$ cat config.mk
export PLATFORM = sky130hd
export DESIGN_NAME = wwdt_top
export DESIGN_NICKNAME = d
export VERILOG_FILES = /design/src/rtl/wwdt_pkg.sv /design/src/rtl/wwdt_top.sv
export VERILOG_INCLUDE_DIRS = /design/src /design/src/rtl
export SDC_FILE = /design/constraint.sdc
export NUM_CORES = 1
export LEC_CHECK = 0
export BUFFER_PORTS_ARGS = -buffer_cell sky130_fd_sc_hd__buf_2
export CAP_MARGIN = 30
export CORE_MARGIN = 3
export CORE_UTILIZATION = 55
export CTS_BUF_LIST = sky130_fd_sc_hd__clkbuf_4
export CTS_CLUSTER_SIZE = 8
export DETAILED_ROUTE_END_ITERATION = 16
export GPL_TIMING_DRIVEN = 1
export PLACE_DENSITY = 0.81
export SLEW_MARGIN = 10
export SYNTH_ARGS = -nofsm -noshare
export SYNTH_HDL_FRONTEND = slang
export SYNTH_SLANG_ARGS = --single-unit
$ cat constraint.sdc
create_clock -name clock -period 6.6 [get_ports clock]
set_input_delay 1.32 -clock clock [delete_from_list [all_inputs] [get_ports clock]]
set_output_delay 1.32 -clock clock [all_outputs]
set_load 0.02 [all_outputs]
$ cat src/rtl/wwdt_defines.svh
// Offsets, field positions, reset values and timing counts of the watchdog.
// Assumes inclusion by bare name from design and testbench files.
`ifndef WWDT_DEFINES_SVH
`define WWDT_DEFINES_SVH
// Control register offset (printed offset is not a multiple of four: index).
`define WWDT_CTRL_IDX 12'h02A
`define WWDT_CTRL_ADDR 12'h0A8
// Own status register: mode, active-halt flag and effective activation.
`define WWDT_STAT_IDX 12'h02B
`define WWDT_STAT_ADDR 12'h0AC
`define WWDT_CTRL_RESET 8'h7F
`define WWDT_ACT_BIT 7
`define WWDT_CNT_MSB 6
`define WWDT_CNT_BIT6 6
`define WWDT_PRESCALE 16384
// Reset pulse time in ns and clock period in ns.
`define WWDT_RST_NS 500
`define WWDT_CLK_NS 40
`define WWDT_RST_CYC ((`WWDT_RST_NS) / (`WWDT_CLK_NS))
`define WWDT_WAKE_SHORT 256
`define WWDT_WAKE_LONG 4096
`endif

$ cat src/rtl/wwdt_pkg.sv
// Types shared by the watchdog design.
// Assumes no other package.
package wwdt_pkg;
    typedef enum logic [1:0] {
        WWDT_RUN,
        WWDT_HALT_STEP,
        WWDT_FROZEN,
        WWDT_WAKE_WAIT
    } wwdt_mode_t;
endpackage

$ cat src/rtl/wwdt_top.sv
// Windowed watchdog timer with APB register access and a reset pulse output.
// Assumes APB master on clock, oscillator tick as a one-cycle enable input.
//
// Contract
// Counter decrements once every 16384 oscillator cycles.
// Active watchdog resets when counter goes from 40h to 3Fh.
// Counter in control bits 6..0, activation flag in bit 7.
// Software sets activation flag; only reset clears it; it gates expiry.
// Control register resets to 7Fh.
// Hardware watchdog option forces watchdog always active.
// Halt without RTC or halt-reset option: one decrement then freeze.
// Wake from that halt by interrupt resumes after 256 or 4096 clocks.
// Reset ending that halt leaves watchdog disabled unless hardware option.
// Halt with RTC disabled and halt-reset option set causes reset.
// Halt with RTC interrupt enabled enters active-halt, counter frozen.
// Active-halt ended by interrupt resumes counting immediately.
// Active-halt ended by reset resumes counting after 256 or 4096 clocks.
// Timeout bound follows prescaler phase plus 16384 periods per count.
// Timeout divisions truncate down to integers.
// Software refreshes counter before halt while watchdog enabled.
// Counter keeps running even when watchdog not activated.
// Watchdog reset drives reset low for about 500 ns.
// Write setting activation flag with bit six clear gives reset.
// Software always writes one into counter bit six.
// No interrupt output; reset is the only event.
// Slow and wait modes do not affect counting.
//
// The APB interface to the registers was chosen for this implementation.
`timescale 1ns/1ps
`include "wwdt_defines.svh"
module wwdt_top import wwdt_pkg::*; #(
    parameter int PRESCALE = `WWDT_PRESCALE,
    parameter int WAKE_SHORT = `WWDT_WAKE_SHORT,
    parameter int WAKE_LONG = `WWDT_WAKE_LONG
) (
    input wire logic clock,              // System clock, 25 MHz.
    input wire logic rst,                // Synchronous reset, active high.
    input wire logic osc_tick,           // One pulse per oscillator cycle.
    input wire logic hw_watchdog_opt,    // Hardware watchdog option bit.
    input wire logic halt_reset_option,  // Reset on halt option bit.
    input wire logic rtc_interrupt_enable, // RTC interrupt enable.
    input wire logic long_wake_opt,      // Wake delay select: 1 gives 4096.
    input wire logic halt_req,           // Pulse: halt instruction executed.
    input wire logic ext_wake,           // Pulse: external interrupt wake.
    input wire logic osc_wake,           // Pulse: oscillator interrupt wake.
    input wire logic [11:0] paddr,       // APB address.
    input wire logic psel,               // APB select.
    input wire logic penable,            // APB enable.
    input wire logic pwrite,             // APB direction.
    input wire logic [31:0] pwdata,      // APB write data.
    output logic [31:0] prdata,          // APB read data.
    output logic pready,                 // APB ready.
    output logic pslverr,                // APB error for unmapped address.
    output logic reset_out_n,            // Reset pin drive, active low.
    output logic halted                  // Counter frozen in a halt mode.
);
    localparam int RST_CYC = (`WWDT_RST_CYC < 1) ? 1 : `WWDT_RST_CYC;

    if (PRESCALE < 2 || WAKE_SHORT < 1 || WAKE_LONG < 1 || RST_CYC > 255) begin : g_bad_params
        $error("wwdt_top: counts out of range");
    end

    // ================================================================
    // Register state
    logic act_r;
    logic [6:0] cnt_r;
    logic [31:0] pre_r;
    logic [31:0] wake_r;
    logic [7:0] rstc_r;
    logic fire_r;
    logic [31:0] prdata_r;
    logic after_ah_r;
    wwdt_mode_t mode_r;

    wire logic wr = psel && penable && pwrite;
    wire logic rd = psel && penable && !pwrite;
    wire logic hit_ctrl = paddr == `WWDT_CTRL_ADDR;
    wire logic hit_stat = paddr == `WWDT_STAT_ADDR;
    wire logic active = act_r || hw_watchdog_opt;
    wire logic counting = (mode_r == WWDT_RUN) || (mode_r == WWDT_HALT_STEP);
    wire logic dec = counting && osc_tick && (pre_r == 32'(PRESCALE - 1));
    wire logic sw_wr = wr && hit_ctrl;

    // software reset write
    wire logic sw_reset = sw_wr && pwdata[`WWDT_ACT_BIT] && !pwdata[`WWDT_CNT_BIT6];
    // expiry at 40h to 3Fh
    wire logic expiry = active && dec && (cnt_r == 7'h40) && !sw_wr;
    // halt reset option
    wire logic halt_rst = halt_req && (mode_r == WWDT_RUN) && !rtc_interrupt_enable
        && halt_reset_option;
    // reset is the only event output
    wire logic fire = expiry || sw_reset || halt_rst;

    assign pready = 1'b1;
    assign pslverr = psel && penable && !(hit_ctrl || hit_stat);
    assign prdata = prdata_r;
    assign halted = !counting;

    // ================================================================
    // Prescaler
    // one decrement per 16384 oscillator cycles
    // slow and wait do not touch counting
    // timeout from prescaler phase
    // integer prescaler truncation
    always_ff @(posedge clock) begin
        if (rst || sw_wr) begin
            pre_r <= 32'h0;
        end else if (counting && osc_tick) begin
            pre_r <= (pre_r == 32'(PRESCALE - 1)) ? 32'h0 : pre_r + 32'h1;
        end
    end

    // ================================================================
    // Control register
    // reset value 7Fh
    always_ff @(posedge clock) begin
        if (rst) begin
            act_r <= 1'b0;
            cnt_r <= 7'(`WWDT_CTRL_RESET);
        end else if (sw_wr) begin
            // flag only set by software
            act_r <= act_r | pwdata[`WWDT_ACT_BIT];
            // counter field bits 6..0
            cnt_r <= pwdata[`WWDT_CNT_MSB:0];
        end else if (dec) begin
            // free-running countdown
            cnt_r <= cnt_r - 7'h1;
        end
    end

    // ================================================================
    // Low-power mode sequencing
    always_ff @(posedge clock) begin
        if (rst) begin
            // resume after delay when leaving active-halt by reset
            // reset exit leaves watchdog disabled via act_r clear
            // A reset held for several edges keeps a pending wake delay.
            mode_r <= ((mode_r == WWDT_FROZEN && after_ah_r) || mode_r == WWDT_WAKE_WAIT) ?
                WWDT_WAKE_WAIT : WWDT_RUN;
            wake_r <= 32'h0;
            after_ah_r <= 1'b0;
        end else begin
            case (mode_r)
                WWDT_RUN: begin
                    if (halt_req && rtc_interrupt_enable) begin
                        // active-halt freezes counter
                        mode_r <= WWDT_FROZEN;
                        after_ah_r <= 1'b1;
                    end else if (halt_req && !halt_reset_option) begin
                        // halt, one more decrement then stop
                        mode_r <= WWDT_HALT_STEP;
                        after_ah_r <= 1'b0;
                    end
                end
                WWDT_HALT_STEP: begin
                    if (dec) begin
                        mode_r <= WWDT_FROZEN;
                    end
                end
                WWDT_FROZEN: begin
                    if (after_ah_r && (osc_wake || ext_wake)) begin
                        // immediate resume from active-halt
                        mode_r <= WWDT_RUN;
                    end else if (!after_ah_r && ext_wake) begin
                        // delayed resume from halt
                        mode_r <= WWDT_WAKE_WAIT;
                        wake_r <= 32'h0;
                    end
                end
                WWDT_WAKE_WAIT: begin
                    if (wake_r == 32'(long_wake_opt ? WAKE_LONG - 1 : WAKE_SHORT - 1)) begin
                        mode_r <= WWDT_RUN;
                        wake_r <= 32'h0;
                    end else begin
                        wake_r <= wake_r + 32'h1;
                    end
                end
                default: mode_r <= WWDT_RUN;
            endcase
        end
    end

    // ================================================================
    // Reset pulse
    // reset low for about 500 ns
    always_ff @(posedge clock) begin
        if (rst) begin
            rstc_r <= 8'h0;
            fire_r <= 1'b0;
        end else begin
            fire_r <= fire;
            if (fire) begin
                rstc_r <= 8'(RST_CYC);
            end else if (rstc_r != 8'h0) begin
                rstc_r <= rstc_r - 8'h1;
            end
        end
    end
    assign reset_out_n = (rstc_r == 8'h0);

    // Length of the current low phase of the reset pin, for the pulse check.
    logic [7:0] low_cnt_r;
    always_ff @(posedge clock) begin
        if (rst || reset_out_n || fire) begin
            low_cnt_r <= 8'h0;
        end else if (low_cnt_r != 8'hFF) begin
            low_cnt_r <= low_cnt_r + 8'h1;
        end
    end

    // ================================================================
    // Read data
    always_ff @(posedge clock) begin
        if (rst) begin
            prdata_r <= 32'h0;
        end else if (psel && !penable && !pwrite) begin
            if (paddr == `WWDT_CTRL_ADDR) begin
                prdata_r <= {24'h0, act_r, cnt_r};
            end else if (paddr == `WWDT_STAT_ADDR) begin
                prdata_r <= {28'h0, active, after_ah_r, mode_r};
            end else begin
                prdata_r <= 32'h0;
            end
        end
    end

    // ================================================================
    // Checks
    expiry_pulse_a: assert property (@(posedge clock) disable iff (rst)
        (active && dec && cnt_r == 7'h40 && !sw_wr) |=> !reset_out_n)
        else $error("expiry did not pull reset low");
    pulse_len_a: assert property (@(posedge clock) disable iff (rst)
        $rose(reset_out_n) |-> low_cnt_r == 8'(RST_CYC))
        else $error("reset pulse length wrong");
    sw_reset_a: assert property (@(posedge clock) disable iff (rst)
        sw_reset |=> !reset_out_n)
        else $error("software reset missing");
    flag_sticky_a: assert property (@(posedge clock) disable iff (rst)
        act_r |=> act_r)
        else $error("activation flag cleared without reset");
    frozen_cnt_a: assert property (@(posedge clock) disable iff (rst)
        (mode_r == WWDT_FROZEN && !sw_wr) |=> $stable(cnt_r))
        else $error("counter moved while frozen");
    no_reset_inactive_a: assert property (@(posedge clock) disable iff (rst)
        (!active && !sw_wr && !halt_req) |=> reset_out_n || $past(rstc_r) != 8'h0)
        else $error("reset while watchdog inactive");
    halt_rst_a: assert property (@(posedge clock) disable iff (rst)
        (halt_req && mode_r == WWDT_RUN && !rtc_interrupt_enable && halt_reset_option)
        |=> !reset_out_n)
        else $error("halt reset missing");
    ah_resume_a: assert property (@(posedge clock) disable iff (rst)
        (mode_r == WWDT_FROZEN && after_ah_r && osc_wake) |=> mode_r == WWDT_RUN)
        else $error("active-halt did not resume at once");
    dec_step_a: assert property (@(posedge clock) disable iff (rst)
        (dec && !sw_wr) |=> cnt_r == $past(cnt_r) - 7'h1)
        else $error("decrement missing");
    wake_wait_a: assert property (@(posedge clock) disable iff (rst)
        (mode_r == WWDT_FROZEN && !after_ah_r && ext_wake) |=> mode_r == WWDT_WAKE_WAIT ##1
        mode_r == WWDT_WAKE_WAIT)
        else $error("halt wake not delayed");

    // ================================================================
    // Mode and register checks

    halt_enter_a: assert property (@(posedge clock) disable iff (rst)
        (mode_r == WWDT_RUN && halt_req && !rtc_interrupt_enable && !halt_reset_option)
        |=> mode_r == WWDT_HALT_STEP)
        else $error("halt step not entered");

    halt_step_a: assert property (@(posedge clock) disable iff (rst)
        (mode_r == WWDT_HALT_STEP && dec) |=> mode_r == WWDT_FROZEN)
        else $error("halt did not freeze after one step");

    ah_enter_a: assert property (@(posedge clock) disable iff (rst)
        (mode_r == WWDT_RUN && halt_req && rtc_interrupt_enable) |=> mode_r == WWDT_FROZEN)
        else $error("active-halt not entered");

    frozen_pre_a: assert property (@(posedge clock) disable iff (rst)
        (mode_r == WWDT_FROZEN && !sw_wr) |=> $stable(pre_r))
        else $error("prescaler moved while frozen");

    ext_resume_a: assert property (@(posedge clock) disable iff (rst)
        (mode_r == WWDT_FROZEN && after_ah_r && ext_wake) |=> mode_r == WWDT_RUN)
        else $error("active-halt did not resume on wake");

    wake_end_a: assert property (@(posedge clock) disable iff (rst)
        (mode_r == WWDT_WAKE_WAIT && !long_wake_opt && wake_r == 32'(WAKE_SHORT - 1))
        |=> mode_r == WWDT_RUN)
        else $error("wake delay did not end");

    ah_rst_wait_a: assert property (@(posedge clock)
        (rst && mode_r == WWDT_FROZEN && after_ah_r) |=> mode_r == WWDT_WAKE_WAIT)
        else $error("reset from active-halt not delayed");

    halt_rst_run_a: assert property (@(posedge clock)
        (rst && mode_r == WWDT_FROZEN && !after_ah_r) |=> (mode_r == WWDT_RUN && !act_r))
        else $error("reset from halt not disabled");

    ctrl_reset_a: assert property (@(posedge clock)
        rst |=> (!act_r && cnt_r == 7'h7F))
        else $error("control reset value wrong");

    hw_opt_a: assert property (@(posedge clock) disable iff (rst)
        (hw_watchdog_opt && !act_r && dec && cnt_r == 7'h40 && !sw_wr) |=> !reset_out_n)
        else $error("hardware option expiry missing");

    ctrl_write_a: assert property (@(posedge clock) disable iff (rst)
        sw_wr |=> cnt_r == $past(pwdata[6:0]))
        else $error("counter field write lost");

    free_run_a: assert property (@(posedge clock) disable iff (rst)
        (!active && dec && !sw_wr) |=> cnt_r != $past(cnt_r))
        else $error("counter stopped while inactive");
endmodule

==> impl_metrics.env, run 1 <==
export IMPL_status="finished, final reports clean"
export IMPL_cp_max_fo=3
export IMPL_gp_congestion=0.851
export IMPL_synth_main_ff_cell="dfxtp_1"
export IMPL_clk_latency_ns=0.44
export IMPL_crit_arrival_ns=2.39
export IMPL_grt_max_degree=52
export IMPL_vias_per_cell=5.97
export IMPL_cts_tree="built"
export IMPL_synth_xor_area_share_pct=7.07
export IMPL_synth_area_top_cells="dfxtp_1 36%, xnor2_1 5.8%, nor2_1 4.5%"
export IMPL_drc=0
export IMPL_yosys_area_top_type="dfxtp_1"
export IMPL_cp_startpoint="paddr[4]"
export IMPL_cts_root_buffer="clkbuf_4"
export IMPL_nNetsFinal=708
export IMPL_worst_r2r_path_depth=5
export IMPL_drv_cap=0
export IMPL_drt_pass1_iter_count=5
export IMPL_ant_nets=0
export IMPL_cts_made_buffers=9
export IMPL_antenna_found_initial=0
export IMPL_path_class="in -> out"
export IMPL_hold_class="reg -> reg"
export IMPL_synth_edf_count=2
export IMPL_async_flop_share_pct=0
export IMPL_worstPathRequired_ns=5.28
export IMPL_final_hold_viol_count=0
export IMPL_grt_pass1_wl_mm=18.3
export IMPL_port_buffers=43
export IMPL_yosysWarnings=0
export IMPL_yosysSeqAreaShare_pct=37.2
export IMPL_coreArea_sq_um=8720
export IMPL_dieArea_sq_um=10200
export IMPL_syn_area_sq_um=4960
export IMPL_r2r_slack_ns=3.46
export IMPL_grt_overflow=0
export IMPL_timing_rr_start="mode_r[1]"
export IMPL_setup_viol=0
export IMPL_muxShareOfSynthArea_pct=1.64
export IMPL_grt_pass1_vias=4203
export IMPL_clockBufferDepth=2
export IMPL_h_tree_depth=3
export IMPL_die_w_um=101
export IMPL_wl_per_cell_um=14.3
export IMPL_synthSimpleGateAreaFrac_pct=31.9
export IMPL_hold_ws_ns=0.462
export IMPL_syn_avg_cell_area_sq_um=7.93
export IMPL_synth_adder_area_share_pct=1.51
export IMPL_setup_tns_ns=0
export IMPL_synth_top_family_by_area="simple AND/OR/NAND/NOR gates"
export IMPL_area_growth_pct=6.29
export IMPL_start_util_pct=56.8
export IMPL_pwr_density_cell_nw_per_um2=242
export IMPL_synth_compound_area_share_pct=12.5
export IMPL_slew_viol_final=0
export IMPL_cts_resized=0
export IMPL_place_hpwl_mm=7.73
export IMPL_skew_ns=0.0193
export IMPL_rows=34
export IMPL_first_iter_violations=253
export IMPL_synth_top_area_share_pct=36.0
export IMPL_power_leakage_nw=1.86
export IMPL_syn_instance_count=625
export IMPL_rsz0062_at_grt="no"
export IMPL_ys_types=55
export IMPL_synth_seq_cells=91
export IMPL_cts_setup_buffers=0
export IMPL_max_freq_mhz=270
export IMPL_timing_rr_end="mode_r[0]"
export IMPL_ir_drop_v=0.000228
export IMPL_synthTopCellsByCount="89 x dfxtp_1, 60 x nor2_1, 50 x nand2_1, 42 x nand3_1, 34 x nor4_1"
export IMPL_wl_mm=10.9
export IMPL_vias=4525
export IMPL_hold_buffers=0
export IMPL_max_slew_margin_pct=38.3
export IMPL_worstSetupStartpointType="input port"
export IMPL_die_h_um=101
export IMPL_track_usage_pct=21.4
export IMPL_worstMarginPinSlew_ns=0.922
export IMPL_drive_gt1_share_pct=10.9
export IMPL_end_kind="output pin"
export IMPL_cts_sinks=91
export IMPL_final_period_utilization_pct=56.2
export IMPL_yosysMostFrequentCell="dfxtp_1"
export IMPL_ios=93
export IMPL_endpoint="pslverr"
export IMPL_path_clk_slew_ns=0.13
export IMPL_n_antenna_cell=0
export IMPL_final_min_clock_period_ns=3.71
through the flow:
| stage | setup WS, ns | utilization, % | total power, mW | std cells | instance area (sq um) |
|---|---|---|---|---|---|
| detailed placement | 2.51 | 58.6 | 0.972 | 741 | 5110 |
| CTS | 2.88 | 60.1 | 1.28 | 757 | 5240 |
| global route | 2.73 | 60.4 | 1.35 | 758 | 5270 |
| floorplan | 3.17 | - | 0.910 | 648 | 5040 |
| finish | 2.89 | 60.4 | 1.27 | 758 | 5270 |
| global placement | 2.61 | 58.6 | 0.955 | 741 | 5110 |
cells in the final DEF, fill, tap and decap left out, drive strengths merged, types with 2 or more instances in the layout:
master / instances
or4: 6
and3: 10
buf: 48
o21ai: 18
nand4b: 3
nor2: 60
a21oi: 31
clkinv: 4
a311oi: 3
dfxtp: 89
o311a: 2
o21a: 2
nor3: 29
clkbuf: 9
and4: 3
inv: 18
a22o: 7
nor2b: 6
xor2: 7
or2: 6
nand4: 21
and2: 8
mux2i: 7
xnor2: 33
nand2: 50
ha: 6
conb: 25
nor4: 34
nand3b: 8
edfxtp: 2
a41oi: 6
nand2b: 6
or3: 7
a31oi: 17
a211oi: 2
nand3: 42
flip-flops by register name (all words and copies together) (netlist names):
name        flops
pre_r          32
wake_r         32
prdata          8
rstc_r          8
cnt_r           7
mode_r          2
act_r           1
after_ah_r      1
critical path, cell delays in order:
cell and delay, ns:
buf_2 0.10, nor4b_1 0.44, nand3_1 0.17, and3_1 0.21, buf_2 0.15
routing by layer:
metal | global-route usage, % | wire (um)
met4 | 6.65 | 145
met1 | 26.5 | 4760
met3 | 4.15 | 539
met5 | 0 | 0
met2 | 37.3 | 5410
report_power, final:
| group | switching, mW | internal [mW] | total [mW] |
|---|---|---|---|
| registers | 0.0450 | 0.593 | 0.638 |
| clock network | 0.195 | 0.115 | 0.310 |
| logic | 0.201 | 0.125 | 0.326 |
| total | 0.441 | 0.832 | 1.27 |
final cells by class:
| class | count | area [sq um] |
|---|---|---|
| clock buffer | 9 | 67.6 |
| clock inverter | 7 | 66.3 |
| fill | 798 | 3450 |
| inverter | 16 | 60.1 |
| multi-input combinational | 479 | 2820 |
| sequential | 91 | 1840 |
| tap | 108 | 135 |
| timing repair buffer | 48 | 273 |
worst min path at each step:
stage	startpoint	endpoint	slack, ns	depth (start not counted)
after floorplan	wake_r[31]	wake_r[31]	0.44	1
after global placement	prdata[4]	prdata[4]	0.44	2
after detailed placement	prdata[4]	prdata[4]	0.45	2
after CTS	prdata[4]	prdata[4]	0.46	2
after global routing	prdata[6]	prdata[6]	0.48	2
final	prdata[4]	prdata[4]	0.46	2
cell families after synthesis:
logic type | after synthesis
simple gates | 303
compound gates | 97
flops | 91
buf+inv | 78
xor+xnor | 40
mux | 8
fa+ha+maj | 6
other cells | 2
Note: power is estimated with default switching activity, not from simulation.
==> inputs of run 2 (changes only) <==
==> constraint.sdc (replaced) <==
create_clock -name clock -period 3.7 [get_ports clock]
set_input_delay 0.74 -clock clock [delete_from_list [all_inputs] [get_ports clock]]
set_output_delay 0.74 -clock clock [all_outputs]
set_load 0.02 [all_outputs]
==> impl_metrics.env, run 2 (synthesis results as in run 1) <==
export IMPL_coreArea_sq_um=8720
export IMPL_power_frac_comb_pct=25.9
export IMPL_drc=0
export IMPL_setup_tns_ns=0
export IMPL_cts_made_buffers=9
export IMPL_endpoint="pre_r[12]"
export IMPL_cp_startpoint="pre_r[0]"
export IMPL_n_fill_cell=792
export IMPL_n_antenna_cell=0
export IMPL_pwr_density_cell_nw_per_um2=445
export IMPL_ant_nets=0
export IMPL_worstPathRequired_ns=4.04
export IMPL_setup_viol=0
export IMPL_cts_tree="built"
export IMPL_final_hold_viol_count=0
export IMPL_seqPwrFrac_pct=47.6
export IMPL_ir_drop_v=0.000370
export IMPL_worst_r2r_path_depth=8
export IMPL_worstSetupStartpointType="flip-flop"
export IMPL_cts_setup_buffers=0
export IMPL_vias=4542
export IMPL_first_iter_violations=163
export IMPL_path_class="reg -> reg"
export IMPL_r2r_slack_ns=1.05
export IMPL_rsz0062_at_grt="no"
export IMPL_worstMarginPinSlew_ns=0.871
export IMPL_intPower_mw=1.57
export IMPL_grt_max_degree=51
export IMPL_track_usage_pct=21.4
export IMPL_cts_resized=0
export IMPL_swShare_pct=33.8
export IMPL_p_switching_uw=802
export IMPL_port_buffers=43
export IMPL_place_hpwl_mm=7.79
export IMPL_p_clk_share_pct=26.6
export IMPL_antenna_found_initial=0
export IMPL_max_freq_mhz=377
export IMPL_drive_gt1_share_pct=12.0
export IMPL_multi_input_area_sq_um=2820
export IMPL_clockBufferDepth=2
export IMPL_power_leakage_nw=1.89
export IMPL_skew_ns=0.0137
export IMPL_h_tree_depth=3
export IMPL_timing_rr_end="pre_r[12]"
export IMPL_regArea_sq_um=1840
export IMPL_cts_root_buffer="clkbuf_4"
export IMPL_final_core_util_pct=61.1
export IMPL_cp_max_fo=31
export IMPL_wl_per_cell_um=14.4
export IMPL_crit_arrival_ns=2.99
export IMPL_nNetsFinal=715
export IMPL_layout_common_cells="89 x dfxtp_1, 60 x nor2_1, 50 x nand2_1"
export IMPL_vias_per_cell=5.94
export IMPL_dp_slack_ns=0.735
export IMPL_ios=93
export IMPL_gp_congestion=0.808
export IMPL_status="finished, final reports clean"
export IMPL_final_common_cell="dfxtp_1"
export IMPL_hold_class="reg -> reg"
export IMPL_hold_buffers=0
export IMPL_drv_cap=0
export IMPL_timing_rr_start="pre_r[0]"
export IMPL_area_growth_pct=7.55
export IMPL_path_clk_slew_ns=0.14
export IMPL_final_period_utilization_pct=71.6
export IMPL_die_w_um=101
export IMPL_fin_ws_ns=1.05
export IMPL_start_util_pct=56.8
export IMPL_max_slew_margin_pct=41.7
export IMPL_dieArea_sq_um=10200
export IMPL_end_kind="flip-flop"
export IMPL_grt_overflow=0
export IMPL_grt_pass1_vias=4139
export IMPL_rows=34
export IMPL_clk_latency_ns=0.45
export IMPL_reg_largest_list="pre_r: 32 flops, wake_r: 32 flops"
export IMPL_dp_cells=749
export IMPL_grt_pass1_wl_mm=18.1
export IMPL_slew_viol_final=0
export IMPL_drt_pass1_iter_count=5
export IMPL_cts_sinks=91
export IMPL_final_min_clock_period_ns=2.65
export IMPL_die_h_um=101
export IMPL_wl_mm=11.0
export IMPL_fin_cells=765
==> run 2: changes by cell type in the layout (fill, tap and decap cells not counted), sizes merged <==
| cell | change |
|---|---|
| buf | +7 |
| clkinv | -2 |
| bufinv | +1 |
| clkbuf | +1 |
| clkinvlp | +1 |
| inv | -1 |
==> run 2: area by class of cell <==
class	count	share of cell area, %
Clock inverter	6	1.67
Clock buffer	10	1.41
Tap cell	108	2.54
Sequential cell	91	34.6
Multi-Input combinational cell	479	53.0
Timing Repair Buffer	55	5.73
Inverter	16	1.13
==> run 2: routing by layer <==
metal | GRT usage [%] | routed length [um] | vias up
met3 | 4.50 | 487 | 6
met2 | 38.7 | 5790 | 97
met1 | 25.9 | 4650 | 2174
met5 | 0 | 0 | -
met4 | 4.60 | 76 | 0
li1 | - | - | 2265
==> run 2: power by group through the flow <==
stage	registers, mW	clock network (mW)	logic (mW)
after floorplan	1.12	0	0.506
after global placement	1.14	0	0.576
after detailed placement	1.15	0	0.612
after CTS	1.13	0.640	0.617
after global routing	1.14	0.682	0.687
final	1.13	0.630	0.613
==> run 2: worst min-delay path by stage <==
stage	from	endpoint	slack, ns	cells past startpoint
6_report	prdata[4]	prdata[4]	0.46	2
5_1_grt	prdata[6]	prdata[6]	0.49	2
4_1_cts	prdata[4]	prdata[4]	0.46	2
3_5_place_dp	prdata[7]	prdata[7]	0.45	2
3_3_place_gp	prdata[1]	prdata[1]	0.44	2
2_1_floorplan	wake_r[31]	wake_r[31]	0.44	1
==> run 2: stage by stage <==
step | cell area (sq um) | hold slack, ns | total power [mW]
2_1_floorplan | 5040 | 0.439 | 1.62
5_1_grt | 5330 | 0.491 | 2.51
3_3_place_gp | 5170 | 0.442 | 1.72
4_1_cts | 5330 | 0.463 | 2.38
6_report | 5330 | 0.463 | 2.37
3_5_place_dp | 5170 | 0.446 | 1.76
==> run 2: worst max-delay path: stages, from the launching register on <==
cell and delay [ns]:
dfxtp_1 0.40, ha_1 0.16, nand3b_1 0.13, or4_1 0.60, buf_4 0.23, nor4_1 0.45, or3_1 0.17, buf_4 0.29
nor2_1 0.09
==> inputs of run 3 (changes only) <==
==> constraint.sdc (replaced) <==
create_clock -name clock -period 2.54 [get_ports clock]
set_input_delay 0.508 -clock clock [delete_from_list [all_inputs] [get_ports clock]]
set_output_delay 0.508 -clock clock [all_outputs]
set_load 0.02 [all_outputs]
==> impl_metrics.env, run 3 (synthesis results as in run 1) <==
export IMPL_layout_common_cells="89 x dfxtp_1, 60 x nor2_1, 50 x nand2_1"
export IMPL_place_hpwl_mm=8.19
export IMPL_vias_per_cell=5.95
export IMPL_max_slew_margin_pct=58.1
export IMPL_wl_per_cell_um=14.3
export IMPL_clockBufferDepth=2
export IMPL_reg_largest_list="pre_r: 32 flops, wake_r: 32 flops"
export IMPL_die_h_um=101
export IMPL_crit_arrival_ns=2.69
export IMPL_gp_congestion=0.917
export IMPL_drt_pass1_iter_count=5
export IMPL_ant_nets=0
export IMPL_setup_viol=0
export IMPL_min_delay_start="pwdata[1]"
export IMPL_final_hold_viol_count=0
export IMPL_grt_use_met1_pct=27.4
export IMPL_cts_root_buffer="clkbuf_4"
export IMPL_vias=4620
export IMPL_r2r_slack_ns=0.17
export IMPL_timing_rr_start="pre_r[0]"
export IMPL_grtUsageMet2_pct=38.4
export IMPL_final_period_utilization_pct=93.5
export IMPL_dieArea_sq_um=10200
export IMPL_clk_latency_ns=0.44
export IMPL_busiest_layer="met2"
export IMPL_worstPathRequired_ns=2.86
export IMPL_final_min_clock_period_ns=2.37
export IMPL_cp_max_fo=6
export IMPL_slew_viol_final=0
export IMPL_intPower_mw=2.10
export IMPL_use_met3_pct=5.47
export IMPL_pwr_density_cell_nw_per_um2=601
export IMPL_power_frac_comb_pct=28.3
export IMPL_die_w_um=101
export IMPL_worstSetupStartpointType="flip-flop"
export IMPL_grt_pass1_wl_mm=18.9
export IMPL_ios=93
export IMPL_start_util_pct=56.8
export IMPL_cts_tree="built"
export IMPL_cp_startpoint="pre_r[0]"
export IMPL_max_freq_mhz=421
export IMPL_min_path_cells=3
export IMPL_ir_drop_v=0.000574
export IMPL_grt_overflow=0
export IMPL_drive_gt1_share_pct=13.6
export IMPL_path_class="reg -> reg"
export IMPL_coreArea_sq_um=8720
export IMPL_area_growth_pct=8.51
export IMPL_h_tree_depth=3
export IMPL_path_clk_slew_ns=0.13
export IMPL_status="finished, final reports clean"
export IMPL_min_delay_worst_endpoint="cnt_r[1]"
export IMPL_swShare_pct=35.1
export IMPL_rsz0062_at_grt="no"
export IMPL_grt_pass1_vias=4245
export IMPL_rows=34
export IMPL_final_common_cell="dfxtp_1"
export IMPL_skew_ns=0.0150
export IMPL_track_usage_pct=22.2
export IMPL_end_kind="flip-flop"
export IMPL_hold_class="in -> reg"
export IMPL_timing_rr_end="rstc_r[6]"
export IMPL_p_clk_share_pct=21.0
export IMPL_nNetsFinal=726
export IMPL_drc=0
export IMPL_power_leakage_nw=1.93
export IMPL_first_iter_violations=286
export IMPL_port_buffers=43
export IMPL_seqPwrFrac_pct=50.8
export IMPL_regArea_sq_um=1840
export IMPL_setup_tns_ns=0
export IMPL_grt_max_degree=35
export IMPL_drv_cap=0
export IMPL_n_antenna_cell=0
export IMPL_worstMarginPinSlew_ns=0.623
export IMPL_worst_r2r_path_depth=7
export IMPL_multi_input_area_sq_um=2830
export IMPL_cts_setup_buffers=0
export IMPL_n_fill_cell=764
export IMPL_wl_mm=11.1
export IMPL_cts_made_buffers=9
export IMPL_p_switching_mw=1.14
export IMPL_antenna_found_initial=0
export IMPL_final_core_util_pct=61.7
export IMPL_cts_sinks=91
run 3: critical path, cell delays in order, from the launching register on:
cell and delay (ns):
dfxtp_1 0.39, ha_1 0.18, nand3b_1 0.10, or4_1 0.46
or4_4 0.58, buf_4 0.18, o21ai_2 0.29, nor4_1 0.09
run 3: worst max path at each step:
stage,slack (ns),to,depth (start not counted)
final,0.17,rstc_r[6],7
after global routing,0.03,rstc_r[6],7
after CTS,0.14,mode_r[1],6
after detailed placement,0.1,mode_r[1],6
after global placement,0.13,mode_r[1],6
after floorplan,0.12,mode_r[0],7
run 3: power by group through the flow:
stage	registers, mW	clock network (mW)	logic, mW
3_5_place_dp	1.67	0	0.899
3_3_place_gp	1.66	0	0.851
6_report	1.64	0.678	0.914
2_1_floorplan	1.63	0	0.737
4_1_cts	1.64	0.699	0.903
5_1_grt	1.66	0.766	1.03
run 3: area by class of cell:
class | instances | area share (%)
clock inverter | 6 | 0.582
clock buffer | 10 | 1.40
sequential | 91 | 34.2
inverter | 16 | 1.12
multi-input combinational | 479 | 52.7
tap | 108 | 2.51
timing repair buffer | 66 | 7.45
run 3: stage by stage:
stage	setup WS, ns	total power [mW]	cells	hold WS, ns	area, sq um
6_report	0.166	3.23	776	0.307	5380
5_1_grt	0.0318	3.45	776	0.290	5380
4_1_cts	0.143	3.24	776	0.278	5370
3_5_place_dp	0.0999	2.57	760	0.445	5260
3_3_place_gp	0.134	2.51	760	0.444	5260
2_1_floorplan	0.120	2.37	648	0.439	5040
run 3: timing repair:
action	CTS	global route
gates resized for setup	0	2
setup endpoints to repair	0	2
hold buffers	0	0
run 3: per-layer routing:
| metal | part of all wire (%) | wire [um] | up-vias |
|---|---|---|---|
| met1 | 42 | 4640 | 2180 |
| met5 | 0 | 0 | - |
| met4 | 1.2 | 133 | 0 |
| li1 | - | - | 2285 |
| met3 | 5.2 | 575 | 16 |
| met2 | 52 | 5730 | 139 |
